`src/hw/chlc_defs.svh`:
```
// Constants for the cell check, indicator and counter register bank.
// Assumes inclusion by the bank's modules only.
//
// Operation
// - Receive header check unless disabled, bit six.
// - Transmit header generated, fifth byte replaced unless disabled.
// - Marker width code gives 1, 2, 4, 8 cycles.
// - Queue empty status reads one, reset one.
// - Transmit activity bit shows cell sent.
// - Receive activity bit shows cell received.
// - Low readout gives selected counter bits 7-0.
// - High readout gives selected counter bits 15-8.
// - One-hot select chooses counter, bits 3..0.
// - Indicator pins low while cells pass.
// - Header mismatch sets sticky error flag.
`ifndef CHLC_DEFS_SVH
`define CHLC_DEFS_SVH
`define CHLC_ADDR_INT_STATUS 3'h1
`define CHLC_ADDR_CTRL 3'h3
`define CHLC_ADDR_CNT_LO 3'h4
`define CHLC_ADDR_CNT_HI 3'h5
`define CHLC_ADDR_SEL 3'h6
`define CHLC_BIT_RX_CHK_DIS 6
`define CHLC_BIT_TX_GEN_DIS 5
`define CHLC_BIT_WIDTH_HI 4
`define CHLC_BIT_WIDTH_LO 3
`define CHLC_BIT_QUEUE_EMPTY 2
`define CHLC_BIT_TX_ACT 1
`define CHLC_BIT_RX_ACT 0
`define CHLC_BIT_HEC_ERR_FLAG 5
`define CHLC_SEL_SYMBOL 3
`define CHLC_SEL_TX_CELL 2
`define CHLC_SEL_RX_CELL 1
`define CHLC_SEL_HEC_ERR 0
`define CHLC_HDR_BYTES 3'h4
`define CHLC_HEC_IDX 3'h4
`define CHLC_HEC_POLY 8'h07
`define CHLC_HEC_COSET 8'h55
`define CHLC_ACT_HOLD 16'h4e20
`endif

```
`src/hw/chlc_pkg.sv`:
```
// Types shared by the register bank and its counter memory.
// Assumes the constants header sits beside it.
package chlc_pkg;
    typedef logic [7:0] chlc_byte_t;
    typedef logic [15:0] chlc_count_t;
    typedef logic [1:0] chlc_width_t;
    typedef enum logic [1:0] {CHLC_CNT_HEC, CHLC_CNT_RX, CHLC_CNT_TX, CHLC_CNT_SYM} chlc_cnt_id_t;
endpackage : chlc_pkg

```
`src/hw/chlc_counters.sv`:
```
// Four 16-bit event counters with a registered readout of one of them.
// Assumes each event is a one-cycle strobe on the system clock.
`timescale 1ns/1ps
`include "chlc_defs.svh"
module chlc_counters (
    input wire logic mclk_i,
    input wire logic reset_n_i,
    input wire logic [3:0] event_i,
    input wire chlc_pkg::chlc_cnt_id_t rd_sel_i,
    output chlc_pkg::chlc_count_t rd_data_o
);
    import chlc_pkg::*;
    chlc_count_t cnt_q [4];
    chlc_count_t cnt_d [4];
    chlc_count_t rd_q;
    chlc_count_t rd_d;

    // Each counter advances once per event and wraps at full scale.
    always_comb begin
        for (int i = 0; i < 4; i++) begin
            cnt_d[i] = event_i[i] ? cnt_q[i] + 16'h0001 : cnt_q[i];
        end
        rd_d = cnt_q[rd_sel_i];
    end

    // Registers the counters and the readout word.
    always_ff @(posedge mclk_i or negedge reset_n_i) begin
        if (!reset_n_i) begin
            for (int i = 0; i < 4; i++) begin
                cnt_q[i] <= 16'h0000;
            end
            rd_q <= 16'h0000;
        end else begin
            for (int i = 0; i < 4; i++) begin
                cnt_q[i] <= cnt_d[i];
            end
            rd_q <= rd_d;
        end
    end
    assign rd_data_o = rd_q;

    property p_wrap;
        @(posedge mclk_i) disable iff (!reset_n_i)
        (event_i[0] && cnt_q[0] == 16'hffff) |=> cnt_q[0] == 16'h0000;
    endproperty
    a_wrap: assert property (p_wrap) else $error("Counter did not wrap.");
    property p_wrap_sym;
        @(posedge mclk_i) disable iff (!reset_n_i)
        (event_i[`CHLC_SEL_SYMBOL] && cnt_q[`CHLC_SEL_SYMBOL] == 16'hffff) |=> cnt_q[`CHLC_SEL_SYMBOL] == 16'h0000;
    endproperty
    a_wrap_sym: assert property (p_wrap_sym) else $error("Symbol counter did not wrap.");
endmodule : chlc_counters

```
`src/hw/chlc_regs.sv`:
```
// Control and status bank: header check, marker width, activity pins, counter readout.
// Assumes a synchronous utility bus strobe pair and byte-wide cell streams with start markers.
`timescale 1ns/1ps
`include "chlc_defs.svh"
module chlc_regs (
    input wire logic mclk_i,
    input wire logic reset_n_i,
    input wire logic [2:0] bus_addr_i,
    input wire logic bus_wr_i,
    input wire logic bus_rd_i,
    input wire logic [7:0] bus_wdata_i,
    output chlc_pkg::chlc_byte_t bus_rdata_o,
    input wire logic rx_valid_i,
    input wire logic rx_start_i,
    input wire logic [7:0] rx_byte_i,
    input wire logic rx_symbol_err_i,
    input wire logic tx_valid_i,
    input wire logic tx_start_i,
    input wire logic [7:0] tx_byte_i,
    input wire logic transmit_queue_empty_i,
    input wire logic int_status_clr_i,
    output logic tx_valid_o,
    output chlc_pkg::chlc_byte_t tx_byte_o,
    output logic receive_frame_marker_o,
    output logic hec_error_flag_o,
    output logic transmit_activity_indicator_n_o,
    output logic receive_activity_indicator_n_o
);
    import chlc_pkg::*;

    // Header check byte: CRC-8 over four header bytes, then the coset.
    function automatic chlc_byte_t crc_step(input chlc_byte_t crc, input chlc_byte_t data);
        chlc_byte_t c;
        c = crc ^ data;
        for (int i = 0; i < 8; i++) begin
            c = c[7] ? ((c << 1) ^ `CHLC_HEC_POLY) : (c << 1);
        end
        return c;
    endfunction : crc_step

    logic rx_chk_dis_q, rx_chk_dis_d, tx_gen_dis_q, tx_gen_dis_d;
    chlc_width_t width_q, width_d;
    logic [3:0] sel_q, sel_d;
    chlc_byte_t rdata_q, rdata_d;
    logic [2:0] rx_idx_q, rx_idx_d, tx_idx_q, tx_idx_d;
    chlc_byte_t rx_crc_q, rx_crc_d, tx_crc_q, tx_crc_d;
    logic hec_flag_q, hec_flag_d, hec_evt;
    logic rx_cell_evt, tx_cell_evt;
    logic [3:0] mark_q, mark_d;
    logic mark_out_q, mark_out_d;
    logic [15:0] rx_hold_q, rx_hold_d, tx_hold_q, tx_hold_d;
    logic rx_led_q, rx_led_d, tx_led_q, tx_led_d;
    logic rx_act_q, rx_act_d, tx_act_q, tx_act_d;
    logic txv_q, txv_d;
    chlc_byte_t txb_q, txb_d;
    chlc_count_t cnt_word;
    chlc_cnt_id_t cnt_id;

    // Picks the counter named by the lowest set select bit.
    always_comb begin
        if (sel_q[`CHLC_SEL_HEC_ERR]) cnt_id = CHLC_CNT_HEC;
        else if (sel_q[`CHLC_SEL_RX_CELL]) cnt_id = CHLC_CNT_RX;
        else if (sel_q[`CHLC_SEL_TX_CELL]) cnt_id = CHLC_CNT_TX;
        else cnt_id = CHLC_CNT_SYM;
    end

    // Register writes and read data.
    always_comb begin
        rx_chk_dis_d = rx_chk_dis_q;
        tx_gen_dis_d = tx_gen_dis_q;
        width_d = width_q;
        sel_d = sel_q;
        if (bus_wr_i && bus_addr_i == `CHLC_ADDR_CTRL) begin
            rx_chk_dis_d = bus_wdata_i[`CHLC_BIT_RX_CHK_DIS];
            tx_gen_dis_d = bus_wdata_i[`CHLC_BIT_TX_GEN_DIS];
            width_d = bus_wdata_i[`CHLC_BIT_WIDTH_HI:`CHLC_BIT_WIDTH_LO];
        end
        if (bus_wr_i && bus_addr_i == `CHLC_ADDR_SEL) begin
            sel_d = bus_wdata_i[3:0];
        end
        rdata_d = rdata_q;
        if (bus_rd_i) begin
            rdata_d = 8'h00;
            unique case (bus_addr_i)
                `CHLC_ADDR_CTRL: begin
                    rdata_d[`CHLC_BIT_RX_CHK_DIS] = rx_chk_dis_q;
                    rdata_d[`CHLC_BIT_TX_GEN_DIS] = tx_gen_dis_q;
                    rdata_d[`CHLC_BIT_WIDTH_HI:`CHLC_BIT_WIDTH_LO] = width_q;
                    rdata_d[`CHLC_BIT_QUEUE_EMPTY] = transmit_queue_empty_i;
                    rdata_d[`CHLC_BIT_TX_ACT] = tx_act_q;
                    rdata_d[`CHLC_BIT_RX_ACT] = rx_act_q;
                end
                `CHLC_ADDR_INT_STATUS: rdata_d[`CHLC_BIT_HEC_ERR_FLAG] = hec_flag_q;
                `CHLC_ADDR_CNT_LO: rdata_d = cnt_word[7:0];
                `CHLC_ADDR_CNT_HI: rdata_d = cnt_word[15:8];
                default: rdata_d = 8'h00;
            endcase
        end
    end

    // Receive header check and frame marker timing.
    always_comb begin
        rx_idx_d = rx_idx_q;
        rx_crc_d = rx_crc_q;
        hec_evt = 1'b0;
        rx_cell_evt = 1'b0;
        if (rx_valid_i) begin
            if (rx_start_i) begin
                rx_idx_d = 3'h1;
                rx_crc_d = crc_step(8'h00, rx_byte_i);
                rx_cell_evt = 1'b1;
            end else if (rx_idx_q < `CHLC_HDR_BYTES) begin
                rx_idx_d = rx_idx_q + 3'h1;
                rx_crc_d = crc_step(rx_crc_q, rx_byte_i);
            end else if (rx_idx_q == `CHLC_HEC_IDX) begin
                rx_idx_d = rx_idx_q + 3'h1;
                hec_evt = !rx_chk_dis_q && (rx_byte_i != (rx_crc_q ^ `CHLC_HEC_COSET));
            end
        end
        hec_flag_d = hec_evt ? 1'b1 : (int_status_clr_i ? 1'b0 : hec_flag_q);
        mark_d = (mark_q != 4'h0) ? mark_q - 4'h1 : 4'h0;
        if (rx_valid_i && rx_start_i) begin
            mark_d = 4'h1 << width_q;
        end
        mark_out_d = (mark_d != 4'h0);
    end

    // Transmit header generation and replacement of the fifth byte.
    always_comb begin
        tx_idx_d = tx_idx_q;
        tx_crc_d = tx_crc_q;
        tx_cell_evt = 1'b0;
        txv_d = tx_valid_i;
        txb_d = tx_byte_i;
        if (tx_valid_i) begin
            if (tx_start_i) begin
                tx_idx_d = 3'h1;
                tx_crc_d = crc_step(8'h00, tx_byte_i);
                tx_cell_evt = 1'b1;
            end else if (tx_idx_q < `CHLC_HDR_BYTES) begin
                tx_idx_d = tx_idx_q + 3'h1;
                tx_crc_d = crc_step(tx_crc_q, tx_byte_i);
            end else if (tx_idx_q == `CHLC_HEC_IDX) begin
                tx_idx_d = tx_idx_q + 3'h1;
                if (!tx_gen_dis_q) begin
                    txb_d = tx_crc_q ^ `CHLC_HEC_COSET;
                end
            end
        end
    end

    // Indicator pins stay lit for a hold time after each cell; activity status bits stay set until a control register read.
    always_comb begin
        rx_hold_d = rx_cell_evt ? `CHLC_ACT_HOLD : ((rx_hold_q != 16'h0) ? rx_hold_q - 16'h1 : 16'h0);
        tx_hold_d = tx_cell_evt ? `CHLC_ACT_HOLD : ((tx_hold_q != 16'h0) ? tx_hold_q - 16'h1 : 16'h0);
        rx_led_d = !(rx_hold_d != 16'h0);
        tx_led_d = !(tx_hold_d != 16'h0);
        rx_act_d = rx_cell_evt ? 1'b1 : rx_act_q;
        tx_act_d = tx_cell_evt ? 1'b1 : tx_act_q;
        if (bus_rd_i && bus_addr_i == `CHLC_ADDR_CTRL) begin
            rx_act_d = rx_cell_evt;
            tx_act_d = tx_cell_evt;
        end
    end

    // Registers all state of the bank.
    always_ff @(posedge mclk_i or negedge reset_n_i) begin
        if (!reset_n_i) begin
            rx_chk_dis_q <= 1'b0;
            tx_gen_dis_q <= 1'b0;
            width_q <= 2'h0;
            sel_q <= 4'h0;
            rdata_q <= 8'h00;
            rx_idx_q <= 3'h7;
            tx_idx_q <= 3'h7;
            rx_crc_q <= 8'h00;
            tx_crc_q <= 8'h00;
            hec_flag_q <= 1'b0;
            mark_q <= 4'h0;
            mark_out_q <= 1'b0;
            rx_hold_q <= 16'h0;
            tx_hold_q <= 16'h0;
            rx_led_q <= 1'b1;
            tx_led_q <= 1'b1;
            rx_act_q <= 1'b0;
            tx_act_q <= 1'b0;
            txv_q <= 1'b0;
            txb_q <= 8'h00;
        end else begin
            rx_chk_dis_q <= rx_chk_dis_d;
            tx_gen_dis_q <= tx_gen_dis_d;
            width_q <= width_d;
            sel_q <= sel_d;
            rdata_q <= rdata_d;
            rx_idx_q <= rx_idx_d;
            tx_idx_q <= tx_idx_d;
            rx_crc_q <= rx_crc_d;
            tx_crc_q <= tx_crc_d;
            hec_flag_q <= hec_flag_d;
            mark_q <= mark_d;
            mark_out_q <= mark_out_d;
            rx_hold_q <= rx_hold_d;
            tx_hold_q <= tx_hold_d;
            rx_led_q <= rx_led_d;
            tx_led_q <= tx_led_d;
            rx_act_q <= rx_act_d;
            tx_act_q <= tx_act_d;
            txv_q <= txv_d;
            txb_q <= txb_d;
        end
    end

    // Counter memory: events ordered by selector bit.
    chlc_counters u_counters (
        .mclk_i(mclk_i),
        .reset_n_i(reset_n_i),
        .event_i({rx_valid_i && rx_symbol_err_i, tx_cell_evt, rx_cell_evt, hec_evt}),
        .rd_sel_i(cnt_id),
        .rd_data_o(cnt_word)
    );

    assign bus_rdata_o = rdata_q;
    assign tx_valid_o = txv_q;
    assign tx_byte_o = txb_q;
    assign receive_frame_marker_o = mark_out_q;
    assign hec_error_flag_o = hec_flag_q;
    assign transmit_activity_indicator_n_o = tx_led_q;
    assign receive_activity_indicator_n_o = rx_led_q;

    property p_mark_width;
        @(posedge mclk_i) disable iff (!reset_n_i)
        (rx_valid_i && rx_start_i && width_q == 2'h3 && !bus_wr_i) |=> receive_frame_marker_o [*8];
    endproperty
    a_mark_width: assert property (p_mark_width) else $error("Marker too short.");
    property p_mark_one;
        @(posedge mclk_i) disable iff (!reset_n_i)
        (rx_valid_i && rx_start_i && width_q == 2'h0) ##1 !(rx_valid_i && rx_start_i) |=> !receive_frame_marker_o;
    endproperty
    a_mark_one: assert property (p_mark_one) else $error("Marker too long.");
    property p_hec_sticky;
        @(posedge mclk_i) disable iff (!reset_n_i)
        hec_evt |=> hec_error_flag_o;
    endproperty
    a_hec_sticky: assert property (p_hec_sticky) else $error("Header error flag not set.");
    property p_rx_chk_off;
        @(posedge mclk_i) disable iff (!reset_n_i)
        rx_chk_dis_q |-> !hec_evt;
    endproperty
    a_rx_chk_off: assert property (p_rx_chk_off) else $error("Check made while disabled.");
    property p_tx_pass;
        @(posedge mclk_i) disable iff (!reset_n_i)
        (tx_valid_i && tx_gen_dis_q) |=> tx_byte_o == $past(tx_byte_i);
    endproperty
    a_tx_pass: assert property (p_tx_pass) else $error("Byte altered while generation off.");
    property p_led_on;
        @(posedge mclk_i) disable iff (!reset_n_i)
        rx_cell_evt |=> !receive_activity_indicator_n_o [*3];
    endproperty
    a_led_on: assert property (p_led_on) else $error("Receive indicator not low.");
    property p_tx_act;
        @(posedge mclk_i) disable iff (!reset_n_i)
        tx_cell_evt |=> tx_act_q;
    endproperty
    a_tx_act: assert property (p_tx_act) else $error("Transmit activity not shown.");
    property p_rx_act;
        @(posedge mclk_i) disable iff (!reset_n_i)
        rx_cell_evt |=> rx_act_q;
    endproperty
    a_rx_act: assert property (p_rx_act) else $error("Receive activity not shown.");
    property p_queue;
        @(posedge mclk_i) disable iff (!reset_n_i)
        (bus_rd_i && bus_addr_i == `CHLC_ADDR_CTRL) |=> bus_rdata_o[`CHLC_BIT_QUEUE_EMPTY] == $past(transmit_queue_empty_i);
    endproperty
    a_queue: assert property (p_queue) else $error("Queue status wrong.");
    property p_lo;
        @(posedge mclk_i) disable iff (!reset_n_i)
        (bus_rd_i && bus_addr_i == `CHLC_ADDR_CNT_LO) |=> bus_rdata_o == $past(cnt_word[7:0]);
    endproperty
    a_lo: assert property (p_lo) else $error("Low counter byte wrong.");
    property p_hi;
        @(posedge mclk_i) disable iff (!reset_n_i)
        (bus_rd_i && bus_addr_i == `CHLC_ADDR_CNT_HI) |=> bus_rdata_o == $past(cnt_word[15:8]);
    endproperty
    a_hi: assert property (p_hi) else $error("High counter byte wrong.");
    property p_mark_two;
        @(posedge mclk_i) disable iff (!reset_n_i)
        (rx_valid_i && rx_start_i && width_q == 2'h1) |=> receive_frame_marker_o [*2];
    endproperty
    a_mark_two: assert property (p_mark_two) else $error("Two-cycle marker too short.");
    property p_led_idle;
        @(posedge mclk_i) disable iff (!reset_n_i)
        (rx_hold_q == 16'h0 && !rx_cell_evt) |=> receive_activity_indicator_n_o;
    endproperty
    a_led_idle: assert property (p_led_idle) else $error("Receive indicator low while idle.");
    property p_tx_led_on;
        @(posedge mclk_i) disable iff (!reset_n_i)
        tx_cell_evt |=> !transmit_activity_indicator_n_o [*3];
    endproperty
    a_tx_led_on: assert property (p_tx_led_on) else $error("Transmit indicator not low.");
    property p_sel_write;
        @(posedge mclk_i) disable iff (!reset_n_i)
        (bus_wr_i && bus_addr_i == `CHLC_ADDR_SEL) |=> sel_q == $past(bus_wdata_i[3:0]);
    endproperty
    a_sel_write: assert property (p_sel_write) else $error("Select write not taken.");
    property p_act_clear;
        @(posedge mclk_i) disable iff (!reset_n_i)
        (bus_rd_i && bus_addr_i == `CHLC_ADDR_CTRL && !rx_cell_evt) |=> !rx_act_q;
    endproperty
    a_act_clear: assert property (p_act_clear) else $error("Receive activity not cleared by read.");
    property p_hec_clr;
        @(posedge mclk_i) disable iff (!reset_n_i)
        (int_status_clr_i && !hec_evt) |=> !hec_error_flag_o;
    endproperty
    a_hec_clr: assert property (p_hec_clr) else $error("Header error flag not cleared.");
endmodule : chlc_regs

```
`config.mk`:
```
export PLATFORM = sky130hd
export DESIGN_NAME = chlc_regs
export DESIGN_NICKNAME = d
export VERILOG_FILES = /design/src/hw/chlc_pkg.sv /design/src/hw/chlc_counters.sv /design/src/hw/chlc_regs.sv
export VERILOG_INCLUDE_DIRS = /design/src /design/src/hw
export SDC_FILE = /design/constraint.sdc
export NUM_CORES = 1
export LEC_CHECK = 0
export BUFFER_PORTS_ARGS = -buffer_cell sky130_fd_sc_hd__clkbuf_2
export CAP_MARGIN = 15
export CORE_ASPECT_RATIO = 0.7
export CORE_UTILIZATION = 46
export DETAILED_ROUTE_END_ITERATION = 8
export HOLD_SLACK_MARGIN = 0.1
export PLACE_DENSITY = 0.61
export SLEW_MARGIN = 40
export SYNTH_ARGS = -nofsm -noshare
export SYNTH_HDL_FRONTEND = slang
export SYNTH_SLANG_ARGS = --single-unit
```
`constraint.sdc`:
```
create_clock -name mclk_i -period 3.1 [get_ports mclk_i]
set_clock_uncertainty 0.15 [all_clocks]
set_input_delay 0.155 -clock mclk_i [delete_from_list [all_inputs] [get_ports mclk_i]]
set_output_delay 0.155 -clock mclk_i [all_outputs]
set_load 0.01 [all_outputs]
```
==> flow_metrics.env <==
export IMPL_drc=0
export IMPL_dominantRegCellSynth="dfrtp_1"
export IMPL_avgSynthCellArea_um2=9.89
export IMPL_yosys_top_cells_area="dfrtp_1 (45%), xnor2_1 (9.9%), nor2_1 (4.2%)"
export IMPL_synthDistinctLibCells=67
export IMPL_p_per_area_nw_per_um2=748
export IMPL_cp_top_family="buffers and inverters"
export IMPL_clockBufferDepth=2
export IMPL_worst_pin_slew_ps=718
export IMPL_cts_sinks=168
export IMPL_first_pass_iters=5
export IMPL_initial_core_util=0.480
export IMPL_clk_pin_slew_worst_paths_ps=70
export IMPL_drive_gt1_frac=0.146
export IMPL_root_buffer="clkbuf_16"
export IMPL_final_period_utilization=0.807
export IMPL_cp_cell_sequence="dlygate4sd3_1 > clkbuf_2 > nand2_1 > nor2_1 > a21oi_1 > dlygate4sd3_1 > a21oi_1 > dlygate4sd3_1"
export IMPL_ir_drop_mv=0.349
export IMPL_hold_viol_final=0
export IMPL_end_kind="flip-flop"
export IMPL_fmax_mhz=400
export IMPL_critPathBufInv=4
export IMPL_tns_ps=0
export IMPL_syn_inst=892
export IMPL_post_route_util=0.562
export IMPL_crit_path_frequent_cell="dlygate4sd3_1"
export IMPL_timing_hold_ws_ps=135
export IMPL_synth_edf_count=0
export IMPL_synth_seq_cells=168
export IMPL_worstPathRequired_ps=3310
export IMPL_die_area_um2=19700
export IMPL_netlist_area_um2=8820
export IMPL_cts_tree="yes"
export IMPL_ys_warn_count=0
export IMPL_cap_violations=0
export IMPL_diodes=0
export IMPL_async_reset_ff_frac=1.00
export IMPL_status="finished clean"
export IMPL_ys_seq_area_frac=0.478
export IMPL_vias=6400
export IMPL_chipHeight_um=118
export IMPL_synth_top_area_cell="dfrtp_1"
export IMPL_grt_setup_unrepaired="false"
export IMPL_post_cts_buffers=0
export IMPL_antenna_left=0
export IMPL_viasPerCell=5.20
export IMPL_area_delta_synth_final_pct=17.1
export IMPL_hpwl_um=12700
export IMPL_critPathKind="input pin to flip-flop"
export IMPL_die_w_um=168
export IMPL_wl_um=18300
export IMPL_leakagePower_nw=4.56
export IMPL_power_mw=7.73
export IMPL_synth_fp_nets=943
export IMPL_io_pins=59
export IMPL_final_setup_viol_count=0
export IMPL_grt_pass1_wl_um=31200
export IMPL_path_max_fanout=8
export IMPL_antenna_found_initial=0
export IMPL_start_kind="input pin"
export IMPL_drv_slew=0
export IMPL_fin_crit_ps=2500
export IMPL_grt_max_degree=88
export IMPL_drt_iter0_markers=447
export IMPL_clk_latency_ps=430
export IMPL_synthMostInstantiatedCell="dfrtp_1"
export IMPL_min_path_type="input pin to flip-flop"
export IMPL_synth_top_area_frac=0.454
export IMPL_nNetsFinal=1033
export IMPL_cts_made_buffers=17
export IMPL_crit_path_max_incr_delay_ps=580
export IMPL_grt_overflow=0
export IMPL_track_usage=0.199
export IMPL_cp_slowest_cell="dlygate4sd3_1"
export IMPL_wire_per_inst_um=14.8
export IMPL_cts_htree_levels=4
export IMPL_port_buffers=57
export IMPL_place_congestion=0.803
export IMPL_critical_path_arrival_ps=2710
export IMPL_nFillCells=1594
export IMPL_grt_pass1_vias=6031
export IMPL_fp_row_count=41
export IMPL_synthTopCellsByCount="dfrtp_1 (160), xnor2_1 (100), nor2_1 (98), nand2_1 (86), a21oi_1 (58)"
export IMPL_core_region_area_um2=18400
export IMPL_slew_headroom=0.521
[per-layer routing]
| metal | part of all wire | wire length (um) | global-route usage |
|---|---|---|---|
| met2 | 0.40 | 7260 | 0.264 |
| met5 | 0 | 0 | 0 |
| met4 | 0.0088 | 161 | 0.0562 |
| met1 | 0.55 | 9980 | 0.320 |
| met3 | 0.047 | 852 | 0.0397 |
[final timing paths]
path | startpoint | to | cells after the start | slack (ps)
worst max-delay path | bus_addr_i[1] | bus_rdata_o[2]$_DFFE_PN0P_ | 8 | 600
worst min-delay path | rx_byte_i[4] | rx_crc_q[4]$_DFFE_PN0P_ | 4 | 130
worst max register to register | hec_error_flag_o$_DFFE_PN0P_ | bus_rdata_o[5]$_DFFE_PN0P_ | 6 | 710
worst min register to register | rx_hold_q[0]$_DFF_PN0_ | rx_hold_q[0]$_DFF_PN0_ | 1 | 320
max in group asynchronous | reset_n_i | u_counters.cnt_q[40]$_DFFE_PN0P_ | 3 | 1740
min in group asynchronous | reset_n_i | tx_byte_o[0]$_DFF_PN0_ | 2 | 190
[flip-flops by register name (all words and copies together) (netlist names)]
name / flops
tx_gen_dis_q: 1
tx_idx_q: 3
transmit_activity_indicator_n_o: 1
u_counters.rd_data_o: 16
tx_byte_o: 8
tx_hold_q: 16
u_counters.cnt_q: 64
rx_crc_q: 8
receive_frame_marker_o: 1
tx_valid_o: 1
rx_chk_dis_q: 1
receive_activity_indicator_n_o: 1
rx_idx_q: 3
tx_act_q: 1
sel_q: 3
tx_crc_q: 8
hec_error_flag_o: 1
rx_hold_q: 16
bus_rdata_o: 8
width_q: 2
rx_act_q: 1
mark_q: 4
[cell families after synthesis]
kind of cell	share of synthesized area
xor+xnor	0.147
flops	0.478
fa+ha+maj	0.0184
compound gates	0.106
buf+inv	0.0305
mux	0.0485
simple gates	0.172
[final cells by class]
cell class | count | area [um2] | share of cell area
multi-input cells | 661 | 4340 | 0.420
well taps | 236 | 295 | 0.0286
inverters | 26 | 97.6 | 0.00945
repair buffers | 108 | 787 | 0.0762
clock inverters | 15 | 166 | 0.0161
flip-flops and latches | 168 | 4220 | 0.408
clock buffers | 17 | 425 | 0.0412
[layout by cell type, fill, tap and decap left out, types with 17 or more instances in the layout]
master	instances
mux2i_1	27
dfrtp_1	158
a21oi_1	58
nand4_1	22
clkbuf_16	17
nand2_1	86
nand3_1	26
xor2_1	36
o21ai_0	47
dlygate4sd3_1	39
nor3_1	18
inv_1	26
nor2_1	98
xnor2_1	100
clkbuf_2	56
[power breakdown]
part           internal, mW  total (mW)  switching [mW]  leakage (nW)
Combinational          1.19        2.35            1.16          2.15
Sequential             2.65        3.27           0.626          2.12
Clock                  1.09        2.10            1.01         0.293
[repair_timing]
item,in CTS,in global routing
hold buffers,39,0
hold endpoints to repair,131,0
resized for setup,0,0
[tightest hold or removal path: stages]
cell	delay (ps)
clkbuf_2	130
xnor2_1	150
o32ai_1	150
a22oi_1	80
[through the flow]
| step | cell area [um2] | std cells | setup WS, ps |
|---|---|---|---|
| 2_1_floorplan | 8820 | 892 | 1040 |
| 3_3_place_gp | 9340 | 1160 | 795 |
| 3_5_place_dp | 9340 | 1160 | 736 |
| 4_1_cts | 10300 | 1231 | 694 |
| 5_1_grt | 10300 | 1231 | 474 |
| 6_report | 10300 | 1231 | 600 |
(Power assumes the default switching activity.)
